--- src/pkg/pmcp_pkg.sv ---
/*
  pmcp_pkg: constants for the program memory code protection block.
  Assumes a 21-bit program address space and byte-wide configuration space.
*/
`default_nettype none
package pmcp_pkg;
  // memory map
  localparam logic [20:0] BOOT_END      = 21'h0007FF;
  localparam logic [20:0] REGION0_BASE  = 21'h000800;
  localparam logic [20:0] REGION1_BASE  = 21'h004000;
  localparam logic [20:0] REGION2_BASE  = 21'h008000;
  localparam logic [20:0] REGION3_BASE  = 21'h00C000;
  localparam logic [20:0] TOP_48K       = 21'h00C000;
  localparam logic [20:0] TOP_64K       = 21'h010000;
  localparam logic [20:0] CFG_BASE      = 21'h00FF00;
  // configuration space addresses (full 22-bit form)
  localparam logic [21:0] CFG_SPACE_LO  = 22'h300000;
  localparam logic [21:0] CFG_SPACE_HI  = 22'h3000FF;
  localparam logic [21:0] ADDR_CP_LOW   = 22'h300008;
  localparam logic [21:0] ADDR_CP_HIGH  = 22'h300009;
  localparam logic [21:0] ADDR_WP_LOW   = 22'h30000A;
  localparam logic [21:0] ADDR_WP_HIGH  = 22'h30000B;
  localparam logic [21:0] ADDR_TR_LOW   = 22'h30000C;
  localparam logic [21:0] ADDR_TR_HIGH  = 22'h30000D;
  localparam logic [21:0] ID_BASE       = 22'h200000;
  localparam logic [21:0] ID_LAST       = 22'h200007;
  localparam int          ID_COUNT      = 8;
  // field positions
  localparam int          BIT_EEPROM    = 7;
  localparam int          BIT_BOOT      = 6;
  localparam int          BIT_CONFIG    = 5;
  localparam int          BIT_REGION3   = 3;
  localparam logic [7:0]  MASK_LOW      = 8'h0F;
  localparam logic [7:0]  MASK_CP_HIGH  = 8'hC0;
  localparam logic [7:0]  MASK_WP_HIGH  = 8'hE0;
  localparam logic [7:0]  MASK_TR_HIGH  = 8'h40;
  // unprogrammed value of every protection bit; reset masks off the unused bits of each byte
  localparam logic [7:0]  ERASED        = 8'hFF;
  localparam logic [7:0]  ID_RESET      = 8'hFF;
  localparam int          NUM_REGIONS   = 5;
  localparam int          REG_BOOT      = 4;
  // who is asking
  typedef enum logic [1:0] {
    SRC_CPU,
    SRC_TABLE,
    SRC_EXTERNAL
  } pmcp_src_type;
endpackage : pmcp_pkg
`default_nettype wire

--- src/rtl/pmcp_sync.sv ---
/*
  pmcp_sync: three-flop synchroniser with agreement filter for pin inputs.
  Assumes the pin is asynchronous to mclk_in.
*/
`timescale 1ns/1ns
`default_nettype none
module pmcp_sync (
  input  wire logic mclk_in,
  input  wire logic rst_in,
  input  wire logic pin_in,
  output logic      level_out
);
  logic s1_r;
  logic s2_r;
  logic s3_r;

  // first flop feeds only the second; output moves when second and third agree
  always_ff @(posedge mclk_in or posedge rst_in) begin
    if (rst_in) begin
      s1_r      <= 1'b0;
      s2_r      <= 1'b0;
      s3_r      <= 1'b0;
      level_out <= 1'b0;
    end else begin
      s1_r <= pin_in;
      s2_r <= s1_r;
      s3_r <= s2_r;
      if (s2_r == s3_r) begin
        level_out <= s3_r;
      end
    end
  end
endmodule : pmcp_sync
`default_nettype wire

--- src/rtl/pmcp_core.sv ---
/*
  pmcp_core: protection checks for program flash, data eeprom, config bytes
  and id locations, plus the six protection bytes and the debug reservation.
  Assumes the memory arrays sit outside; this block grants or refuses each
  access one cycle after the request and returns read data for the bytes it
  holds. Program mode is signalled by the high-voltage pin, a level.
*/
// Function
// boot region 2 Kbytes at address zero
// four binary regions from 000800h, 64K adds fourth
// each region: code, write, table-read protect
// boot writes blocked when boot bit zero
// region write-protect bits at 30000Ah bits 3-0
// eeprom, boot, config write bits at 30000Bh
// erased bits read one; clearing enables protection
// programmer keeps fourth region bits set on 48K
// config space writes blocked when config bit zero
// config write bit changes only in program mode; the code also takes external config writes outside program mode
// eeprom code protect refuses external access
// eeprom write protect refuses all writes
// code and table-read bytes at fixed addresses
// eight id bytes read and write
// id bytes readable despite code protection
// programming uses one clock, one data line
// debug enabled only when debug bit zero
// debug reserves two pins, two stack levels
// unimplemented program space reads zero, unwritable
`timescale 1ns/1ns
`default_nettype none
module pmcp_core (
  input  wire logic        mclk_in,
  input  wire logic        rst_in,
  input  wire logic        is_64k_in,
  input  wire logic        program_voltage_pin_in,
  input  wire logic        debug_clock_pin_in,
  input  wire logic        debug_data_pin_in,
  input  wire logic        debug_config_bit_in,
  input  wire logic        req_in,
  input  wire logic        req_write_in,
  input  wire logic [1:0]  req_src_in,
  input  wire logic        req_eeprom_in,
  input  wire logic [21:0] req_addr_in,
  input  wire logic [7:0]  req_wdata_in,
  input  wire logic [20:0] req_pc_in,
  output logic             grant_out,
  output logic             refuse_out,
  output logic [7:0]       rdata_out,
  output logic             rdata_valid_out,
  output logic             debug_enable_out,
  output logic             pins_reserved_out,
  output logic [1:0]       stack_reserved_out,
  output logic             debug_clock_out,
  output logic             debug_data_out
);
  logic [7:0] code_protect_low_r;
  logic [7:0] code_protect_high_r;
  logic [7:0] write_protect_low_r;
  logic [7:0] write_protect_high_r;
  logic [7:0] table_read_protect_low_r;
  logic [7:0] table_read_protect_high_r;
  logic [7:0] id_mem_r [pmcp_pkg::ID_COUNT];
  logic       prog_mode;
  logic       dbg_clk_sync;
  logic       dbg_data_sync;
  logic       debug_en_r;

  // program mode pin and the two serial lines are asynchronous pins
  pmcp_sync u_sync_vpp (
    .mclk_in   (mclk_in),
    .rst_in    (rst_in),
    .pin_in    (program_voltage_pin_in),
    .level_out (prog_mode)
  );
  pmcp_sync u_sync_clk (
    .mclk_in   (mclk_in),
    .rst_in    (rst_in),
    .pin_in    (debug_clock_pin_in),
    .level_out (dbg_clk_sync)
  );
  pmcp_sync u_sync_dat (
    .mclk_in   (mclk_in),
    .rst_in    (rst_in),
    .pin_in    (debug_data_pin_in),
    .level_out (dbg_data_sync)
  );

  // region decode of the program address
  logic [4:0]  region_hit;
  logic        implemented;
  logic [20:0] paddr;
  logic        is_prog;
  logic        is_cfg;
  logic        is_id;
  always_comb begin
    paddr      = req_addr_in[20:0];
    is_prog    = !req_eeprom_in && (req_addr_in[21] == 1'b0) && (req_addr_in < pmcp_pkg::ID_BASE);
    is_cfg     = !req_eeprom_in && (req_addr_in >= pmcp_pkg::CFG_SPACE_LO)
                 && (req_addr_in <= pmcp_pkg::CFG_SPACE_HI);
    is_id      = !req_eeprom_in && (req_addr_in >= pmcp_pkg::ID_BASE)
                 && (req_addr_in <= pmcp_pkg::ID_LAST);
    implemented = paddr < (is_64k_in ? pmcp_pkg::TOP_64K : pmcp_pkg::TOP_48K);
    region_hit = 5'h00;
    if (paddr <= pmcp_pkg::BOOT_END) begin
      region_hit[pmcp_pkg::REG_BOOT] = 1'b1;
    end else if (paddr < pmcp_pkg::REGION1_BASE) begin
      region_hit[0] = 1'b1;
    end else if (paddr < pmcp_pkg::REGION2_BASE) begin
      region_hit[1] = 1'b1;
    end else if (paddr < pmcp_pkg::REGION3_BASE) begin
      region_hit[2] = 1'b1;
    end else if (is_64k_in) begin
      region_hit[3] = 1'b1;
    end
  end

  // per-region protect vectors: index 4 is the boot region
  logic [4:0] cp_vec;
  logic [4:0] wp_vec;
  logic [4:0] tr_vec;
  always_comb begin
    cp_vec = {code_protect_high_r[pmcp_pkg::BIT_BOOT], code_protect_low_r[3:0]};
    wp_vec = {write_protect_high_r[pmcp_pkg::BIT_BOOT], write_protect_low_r[3:0]};
    tr_vec = {table_read_protect_high_r[pmcp_pkg::BIT_BOOT],
              table_read_protect_low_r[3:0]};
  end

  // the region of the executing code, for table reads across regions
  logic pc_in_same;
  always_comb begin
    if (req_pc_in <= pmcp_pkg::BOOT_END) begin
      pc_in_same = region_hit[pmcp_pkg::REG_BOOT];
    end else if (req_pc_in < pmcp_pkg::REGION1_BASE) begin
      pc_in_same = region_hit[0];
    end else if (req_pc_in < pmcp_pkg::REGION2_BASE) begin
      pc_in_same = region_hit[1];
    end else if (req_pc_in < pmcp_pkg::REGION3_BASE) begin
      pc_in_same = region_hit[2];
    end else begin
      pc_in_same = region_hit[3];
    end
  end

  // access decision; zero bit means protected
  logic allow;
  logic is_ext;
  logic is_tbl;
  always_comb begin
    is_ext = (req_src_in == 2'(pmcp_pkg::SRC_EXTERNAL));
    is_tbl = (req_src_in == 2'(pmcp_pkg::SRC_TABLE));
    allow  = 1'b0;
    if (req_eeprom_in) begin
      if (req_write_in && !write_protect_high_r[pmcp_pkg::BIT_EEPROM]) begin
        allow = 1'b0;
      end else if (is_ext && !code_protect_high_r[pmcp_pkg::BIT_EEPROM]) begin
        allow = 1'b0;
      end else begin
        allow = 1'b1;
      end
    end else if (is_id) begin
      allow = 1'b1;
    end else if (is_cfg) begin
      allow = !req_write_in || (write_protect_high_r[pmcp_pkg::BIT_CONFIG]
              && (prog_mode || is_ext));
    end else if (is_prog) begin
      if (!implemented) begin
        allow = !req_write_in; // reads return zero, see
      end else if (req_write_in) begin
        allow = |(region_hit & wp_vec);
      end else if (is_ext) begin
        allow = |(region_hit & cp_vec);
      end else if (is_tbl && !pc_in_same) begin
        allow = |(region_hit & tr_vec);
      end else begin
        allow = 1'b1;
      end
    end
  end

  // one-cycle answer to each request
  always_ff @(posedge mclk_in or posedge rst_in) begin
    if (rst_in) begin
      grant_out  <= 1'b0;
      refuse_out <= 1'b0;
    end else begin
      grant_out  <= req_in && allow;
      refuse_out <= req_in && !allow;
    end
  end

  // read data for protection bytes, id bytes and unimplemented space
  always_ff @(posedge mclk_in or posedge rst_in) begin
    if (rst_in) begin
      rdata_out       <= 8'h00;
      rdata_valid_out <= 1'b0;
    end else begin
      rdata_valid_out <= req_in && !req_write_in && allow && (is_cfg || is_id
                         || (is_prog && !implemented));
      unique case (req_addr_in)
        pmcp_pkg::ADDR_CP_LOW:  rdata_out <= code_protect_low_r;
        pmcp_pkg::ADDR_CP_HIGH: rdata_out <= code_protect_high_r;
        pmcp_pkg::ADDR_WP_LOW:  rdata_out <= write_protect_low_r;
        pmcp_pkg::ADDR_WP_HIGH: rdata_out <= write_protect_high_r;
        pmcp_pkg::ADDR_TR_LOW:  rdata_out <= table_read_protect_low_r;
        pmcp_pkg::ADDR_TR_HIGH: rdata_out <= table_read_protect_high_r;
        default: begin
          if (is_id) begin
            rdata_out <= id_mem_r[req_addr_in[2:0]];
          end else begin
            rdata_out <= 8'h00;
          end
        end
      endcase
    end
  end

  // protection bytes: erased reads one, writes may only clear bits
  logic wr_ok;
  assign wr_ok = req_in && req_write_in && allow && is_cfg;
  always_ff @(posedge mclk_in or posedge rst_in) begin
    if (rst_in) begin
      code_protect_low_r        <= pmcp_pkg::ERASED & pmcp_pkg::MASK_LOW;
      code_protect_high_r       <= pmcp_pkg::ERASED & pmcp_pkg::MASK_CP_HIGH;
      write_protect_low_r       <= pmcp_pkg::ERASED & pmcp_pkg::MASK_LOW;
      write_protect_high_r      <= pmcp_pkg::ERASED & pmcp_pkg::MASK_WP_HIGH;
      table_read_protect_low_r  <= pmcp_pkg::ERASED & pmcp_pkg::MASK_LOW;
      table_read_protect_high_r <= pmcp_pkg::ERASED & pmcp_pkg::MASK_TR_HIGH;
    end else if (wr_ok) begin
      unique case (req_addr_in)
        pmcp_pkg::ADDR_CP_LOW:
          code_protect_low_r <= code_protect_low_r & req_wdata_in & pmcp_pkg::MASK_LOW;
        pmcp_pkg::ADDR_CP_HIGH:
          code_protect_high_r <= code_protect_high_r & req_wdata_in & pmcp_pkg::MASK_CP_HIGH;
        pmcp_pkg::ADDR_WP_LOW:
          write_protect_low_r <= write_protect_low_r & req_wdata_in
                                 & pmcp_pkg::MASK_LOW;
        pmcp_pkg::ADDR_WP_HIGH:
          write_protect_high_r <= write_protect_high_r & req_wdata_in
                                  & pmcp_pkg::MASK_WP_HIGH;
        pmcp_pkg::ADDR_TR_LOW:
          table_read_protect_low_r <= table_read_protect_low_r & req_wdata_in
                                      & pmcp_pkg::MASK_LOW;
        pmcp_pkg::ADDR_TR_HIGH:
          table_read_protect_high_r <= table_read_protect_high_r & req_wdata_in
                                       & pmcp_pkg::MASK_TR_HIGH;
        default: ;
      endcase
    end
  end

  // id bytes are plain storage, not gated by code protection
  always_ff @(posedge mclk_in or posedge rst_in) begin
    if (rst_in) begin
      for (int i = 0; i < pmcp_pkg::ID_COUNT; i++) begin
        id_mem_r[i] <= pmcp_pkg::ID_RESET;
      end
    end else if (req_in && req_write_in && is_id) begin
      id_mem_r[req_addr_in[2:0]] <= req_wdata_in;
    end
  end

  // debug enable registered every cycle from the config bit; a zero bit turns debug on
  always_ff @(posedge mclk_in or posedge rst_in) begin
    if (rst_in) begin
      debug_en_r <= 1'b0;
    end else begin
      debug_en_r <= !debug_config_bit_in;
    end
  end

  // reservation of pins while debug runs or in program mode, and of stack while debug runs
  assign debug_enable_out   = debug_en_r;
  assign pins_reserved_out  = debug_en_r || prog_mode;
  assign stack_reserved_out = debug_en_r ? 2'h2 : 2'h0;
  // synchronised serial lines handed to the debug engine
  assign debug_clock_out    = pins_reserved_out & dbg_clk_sync;
  assign debug_data_out     = pins_reserved_out & dbg_data_sync;

  // assertions
  a_boot_write_block: assert property (@(posedge mclk_in) disable iff (rst_in)
    (req_in && req_write_in && is_prog && region_hit[pmcp_pkg::REG_BOOT]
     && !wp_vec[pmcp_pkg::REG_BOOT])
      |=> refuse_out) else $error("boot write not refused");
  a_eeprom_wp: assert property (@(posedge mclk_in) disable iff (rst_in)
    (req_in && req_eeprom_in && req_write_in && !write_protect_high_r[pmcp_pkg::BIT_EEPROM])
      |=> refuse_out && !grant_out) else $error("eeprom write granted");
  a_eeprom_cp: assert property (@(posedge mclk_in) disable iff (rst_in)
    (req_in && req_eeprom_in && is_ext && !code_protect_high_r[pmcp_pkg::BIT_EEPROM])
      |=> refuse_out) else $error("external eeprom access granted");
  a_cfg_wp: assert property (@(posedge mclk_in) disable iff (rst_in)
    (req_in && req_write_in && is_cfg && !write_protect_high_r[pmcp_pkg::BIT_CONFIG])
      |=> refuse_out) else $error("config write granted");
  a_id_read: assert property (@(posedge mclk_in) disable iff (rst_in)
    (req_in && !req_write_in && is_id) |=> grant_out && rdata_valid_out)
    else $error("id read refused");
  a_unimpl_zero: assert property (@(posedge mclk_in) disable iff (rst_in)
    (req_in && is_prog && !implemented && !req_write_in)
      |=> rdata_out == 8'h00 && rdata_valid_out) else $error("unimpl read nonzero");
  a_unimpl_write: assert property (@(posedge mclk_in) disable iff (rst_in)
    (req_in && is_prog && !implemented && req_write_in) |=> refuse_out)
    else $error("unimpl write granted");
  a_bits_only_clear: assert property (@(posedge mclk_in) disable iff (rst_in)
    $rose(write_protect_low_r[0]) |-> 1'b0) else $error("protect bit set again");
  a_wp_high_reserved: assert property (@(posedge mclk_in) disable iff (rst_in)
    write_protect_high_r[4:0] == 5'h00) else $error("reserved bits nonzero");
  a_debug_stack: assert property (@(posedge mclk_in) disable iff (rst_in)
    debug_en_r |-> stack_reserved_out == 2'h2 && pins_reserved_out)
    else $error("debug resources not reserved");
  a_debug_bit: assert property (@(posedge mclk_in) disable iff (rst_in)
    !debug_config_bit_in [*2] |-> debug_en_r) else $error("debug not enabled");
  a_cfg_prog_mode: assert property (@(posedge mclk_in) disable iff (rst_in)
    (req_in && req_write_in && is_cfg && !prog_mode && !is_ext) |=> refuse_out)
    else $error("config written outside program mode");
endmodule : pmcp_core
`default_nettype wire

--- config.mk ---
export PLATFORM = sky130hd
export DESIGN_NAME = pmcp_core
export DESIGN_NICKNAME = d
export VERILOG_FILES = /design/src/pkg/pmcp_pkg.sv /design/src/rtl/pmcp_sync.sv /design/src/rtl/pmcp_core.sv
export SDC_FILE = /design/constraint.sdc
export NUM_CORES = 1
export LEC_CHECK = 0
export BUFFER_PORTS_ARGS = -buffer_cell sky130_fd_sc_hd__buf_2
export CORE_MARGIN = 8
export CORE_UTILIZATION = 61
export CTS_CLUSTER_DIAMETER = 200
export CTS_CLUSTER_SIZE = 20
export DETAILED_ROUTE_END_ITERATION = 6
export PLACE_DENSITY = 0.85
export SLEW_MARGIN = 25
export SYNTH_ARGS = -nofsm -noshare
export SYNTH_HDL_FRONTEND = slang
export SYNTH_SLANG_ARGS = --single-unit
--- constraint.sdc ---
create_clock -name mclk_in -period 7.9 [get_ports mclk_in]
set_input_delay 1.58 -clock mclk_in [delete_from_list [all_inputs] [get_ports mclk_in]]
set_output_delay 1.58 -clock mclk_in [all_outputs]
set_load 0.02 [all_outputs]
==> summary.md <==
| Metric | Value |
|---|---|
| Sequential share of the synthesized area | 53.20% |
| F_max | about 240 MHz |
| Max Buffers Root-to-Sink | 2 |
| Final nets | approximately 510 |
| Outcome | completed |
| Tmin final | 4.119 ns |
| Crit Path Class | in -> reg |
| Drt first pass iters | 4 |
| Initial Util | 63.03% |
| Hold Path End | u_sync_dat.s2_r |
| H-tree levels | 3 |
| Post-route DRC | 0 |
| Clock Tree Root | clkbuf_8 |
| Clock latency on the worst-skew pair | 0.37 ns |
| Worst slew margin | a little over two fifths |
| All-Layer GR Usage | around 21% |
| Crit-path cells | buf_2 -> or4_1 -> nor4_4 -> and3_1 -> nand4_1 -> nor2_2 -> mux2_2 |
| Comb power frac | ~7.7% |
| Clock share of power | 35.5% |
| Hold Buf Count CTS | 0 |
| First-pass GRT wire length | around 19000 µm |
| Worst hold slack | 0.3604 ns |
| Worst-Margin Slew | ~0.87 ns |
| Asr flop ratio synth | 100.0% |
| Sw Ratio | 25.50% |
| Clock sink count | between 100 and 150 |
| Synth area leaders | dfstp_2, mux2_2, dfrtp_1, mux4_2, o41a_1 |
| DR WL/cell | between 20 and 25 µm |
| Design Power | 972.8 µW |
| Worst R2R Setup Slack | 5.93 ns |
| Buffer count from post-CTS setup fixing | 0 |
| Finished Layout Cells | between 500 and 600 |
| Vias in the first global route | 3671 |
| VDD IR max | 0.08613 mV |
| CP max stage cell | nor2_2 |
| Die Height | 108.1 µm |
| CTS tree | yes |
| Hold Path Depth | 0 |
| Number of synthesized flops with an enable pin | 0 |
| Hold Path Class | reg -> reg |
| Final clock skew | roughly 0.017 ns |
| CP Launch Type | input port |
| P_leak | 0.002344 µW |
| NetSw | 248.1 µW |
| Detail Placement HPWL | between 8000 and 9000 µm |
| Seq pwr share | 56.8% |
| Via count | approximately 3500 |
| Pwr dens | ~170 nW/µm² |
| Post-synth top cells | dfstp_2, mux2_2, dfrtp_1 |
| Hold Startpoint | u_sync_dat.s1_r |
| Placer Congestion | 0.9002 |
| Critical Path Max Stage Delay | ~0.67 ns |
| IO buf count | between 60 and 70 |
| TritonCTS buffer count | 9 |
| Largest net degree at the start of global routing | 75 |
| Die area | 11690 µm² |
| Synth warn | 0 |
| Via-per-instance ratio | 6.451 |
| Core Region | 8217 µm² |
| Starting DRT DRC Count | 210 |
| Avg Cell Area, Syn | 13.49 µm² |
| Most common cell in the netlist | dfstp_2 |
| Max FO, Critical Path | 14 |
| Worst r2r path cells | 6 |
| Unrepaired setup endpoints after global routing | false |
| Setup tns final | 0 ns |
| Grt ovf | 0 |
| Max_cap viols | 0 |
| Leading area contributor after synthesis | dfstp_2 |
| Reg2reg end | refuse_out |
| Number of diodes | 0 |
| Synthesis-to-layout area growth | 11.69% |
| Post-Syn Instances | 384 |
| Post-route ant nets | 0 |
| # fillers | 565 |
| # IOs | 80 |
| Final Hold Vio Count | 0 |
| P_int | 724.8 µW |
| Worst path arrival time | 4.41 ns |
| Yosys top cell area share | about two fifths |
| Pins Over Slew Limit | 0 |
| DRT Wirelength | ~12000 µm |
| PostCTS Resize Cnt | 0 |
| Synth Flop Type | dfstp_2 |
| Worst r2r src | code_protect_low_r[2] |
| Post-synth net total | 449 |
| Netlist cell types | 55 |
| Die Wd | between 100 and 150 µm |
| CP Capture Type | flip-flop |
| Clock slew at reported path FFs | 0.10 ns |
| Synthesized cell area | 5179 µm² |
| Initial antenna violation count | 0 |
| Post-Place Cells | 534 |
| Worst path required time | about 8.2 ns |
| Final clock period utilization by the worst path | 52.14% |
| Seq cells post-synth | around 110 |
| Share of cells above drive strength 1 | 58.43% |
| Row cnt | 33 |
| Setup violators final | 0 |
## critical path, delay by kind of cell
family,cells,cell delay (ns)
muxes,1,0.41
and+or+nand+nor,5,2.23
buffers and inverters,1,0.19
## sequential cells by signal, summed over array words and instances, names as in the netlist, 2 cells and up
| signal | count |
|---|---|
| code_protect_low_r | 4 |
| table_read_protect_low_r | 4 |
| write_protect_low_r | 4 |
| code_protect_high_r | 2 |
| id_mem_r | 64 |
| write_protect_high_r | 3 |
| rdata_out | 8 |
## layer usage
metal | vias up | wire, µm | global-route usage (%)
met1 | 1811 | 4875 | 25.58
met2 | 132 | 5855 | 33.83
met4 | 0 | 354 | 8.622
li1 | 1581 | - | -
met3 | 24 | 811 | 5.116
met5 | - | 0 | 0
## how the worst max path moves through the flow
stage	start	end	slack [ns]	cells after the start
detailed placement	req_addr_in[14]	id_mem_r[17]	3.51	7
floorplan	rst_in	debug_enable_out	3.67	1
CTS	req_addr_in[14]	id_mem_r[6]	3.85	7
global route	req_addr_in[14]	id_mem_r[1]	3.68	7
global placement	req_addr_in[14]	id_mem_r[20]	3.53	7
finish	req_addr_in[14]	id_mem_r[1]	3.78	7
## cells by family after synthesis
family,share of synthesized area [%]
other,0.07241
muxes,23.05
DFF,53.20
AOI/OAI and AO/OA,9.640
and+or+nand+nor,10.63
adders and majority gates,1.063
buffers and inverters,2.344
## layout make-up
| type | instances | area, µm² | share of cell area [%] |
|---|---|---|---|
| tap | 105 | 131.4 | 2.271 |
| inverter | 7 | 28.78 | 0.4975 |
| clock inverter | 5 | 50.05 | 0.8652 |
| clock buffer | 11 | 162.7 | 2.812 |
| timing repair buffer | 68 | 342.8 | 5.927 |
| multi-input combinational | 248 | 2313 | 40.00 |
| sequential | 106 | 2755 | 47.63 |
## power by group through the flow
stage                     clock (µW)  sequential [µW]  combinational, µW
after global placement             0              561               72.7
after floorplan                    0              562               42.9
after global routing             373              553               83.4
after detailed placement           0              561               75.0
after CTS                        350              553               75.6
final                            345              552               75.3
## cell usage in the layout, fill, tap and decap left out, drive strengths merged, types with 3 or more instances in the layout
cell type,n
nand2b,5
nor2,11
a21oi,7
mux4,16
mux2,66
dfrtp,24
or3,5
nand4,5
nor2b,6
or2,3
dfstp,82
buf,68
mux2i,9
nand2,13
or4,3
and2,4
o41a,18
nor4,5
nor3,13
maj3,3
nand3,7
o21ai,8
inv,11
and3,4
o211ai,3
clkbuf,11
## per-stage QoR
| step | cell area (µm²) | util (%) | setup WS [ns] |
|---|---|---|---|
| floorplan | 5179 | - | 3.667 |
| global placement | 5565 | 67.73 | 3.528 |
| detailed placement | 5572 | 67.81 | 3.509 |
| CTS | 5784 | 70.40 | 3.854 |
| global route | 5784 | 70.40 | 3.682 |
| finish | 5784 | 70.40 | 3.781 |
No activity file was read; power rests on OpenSTA's default activity.
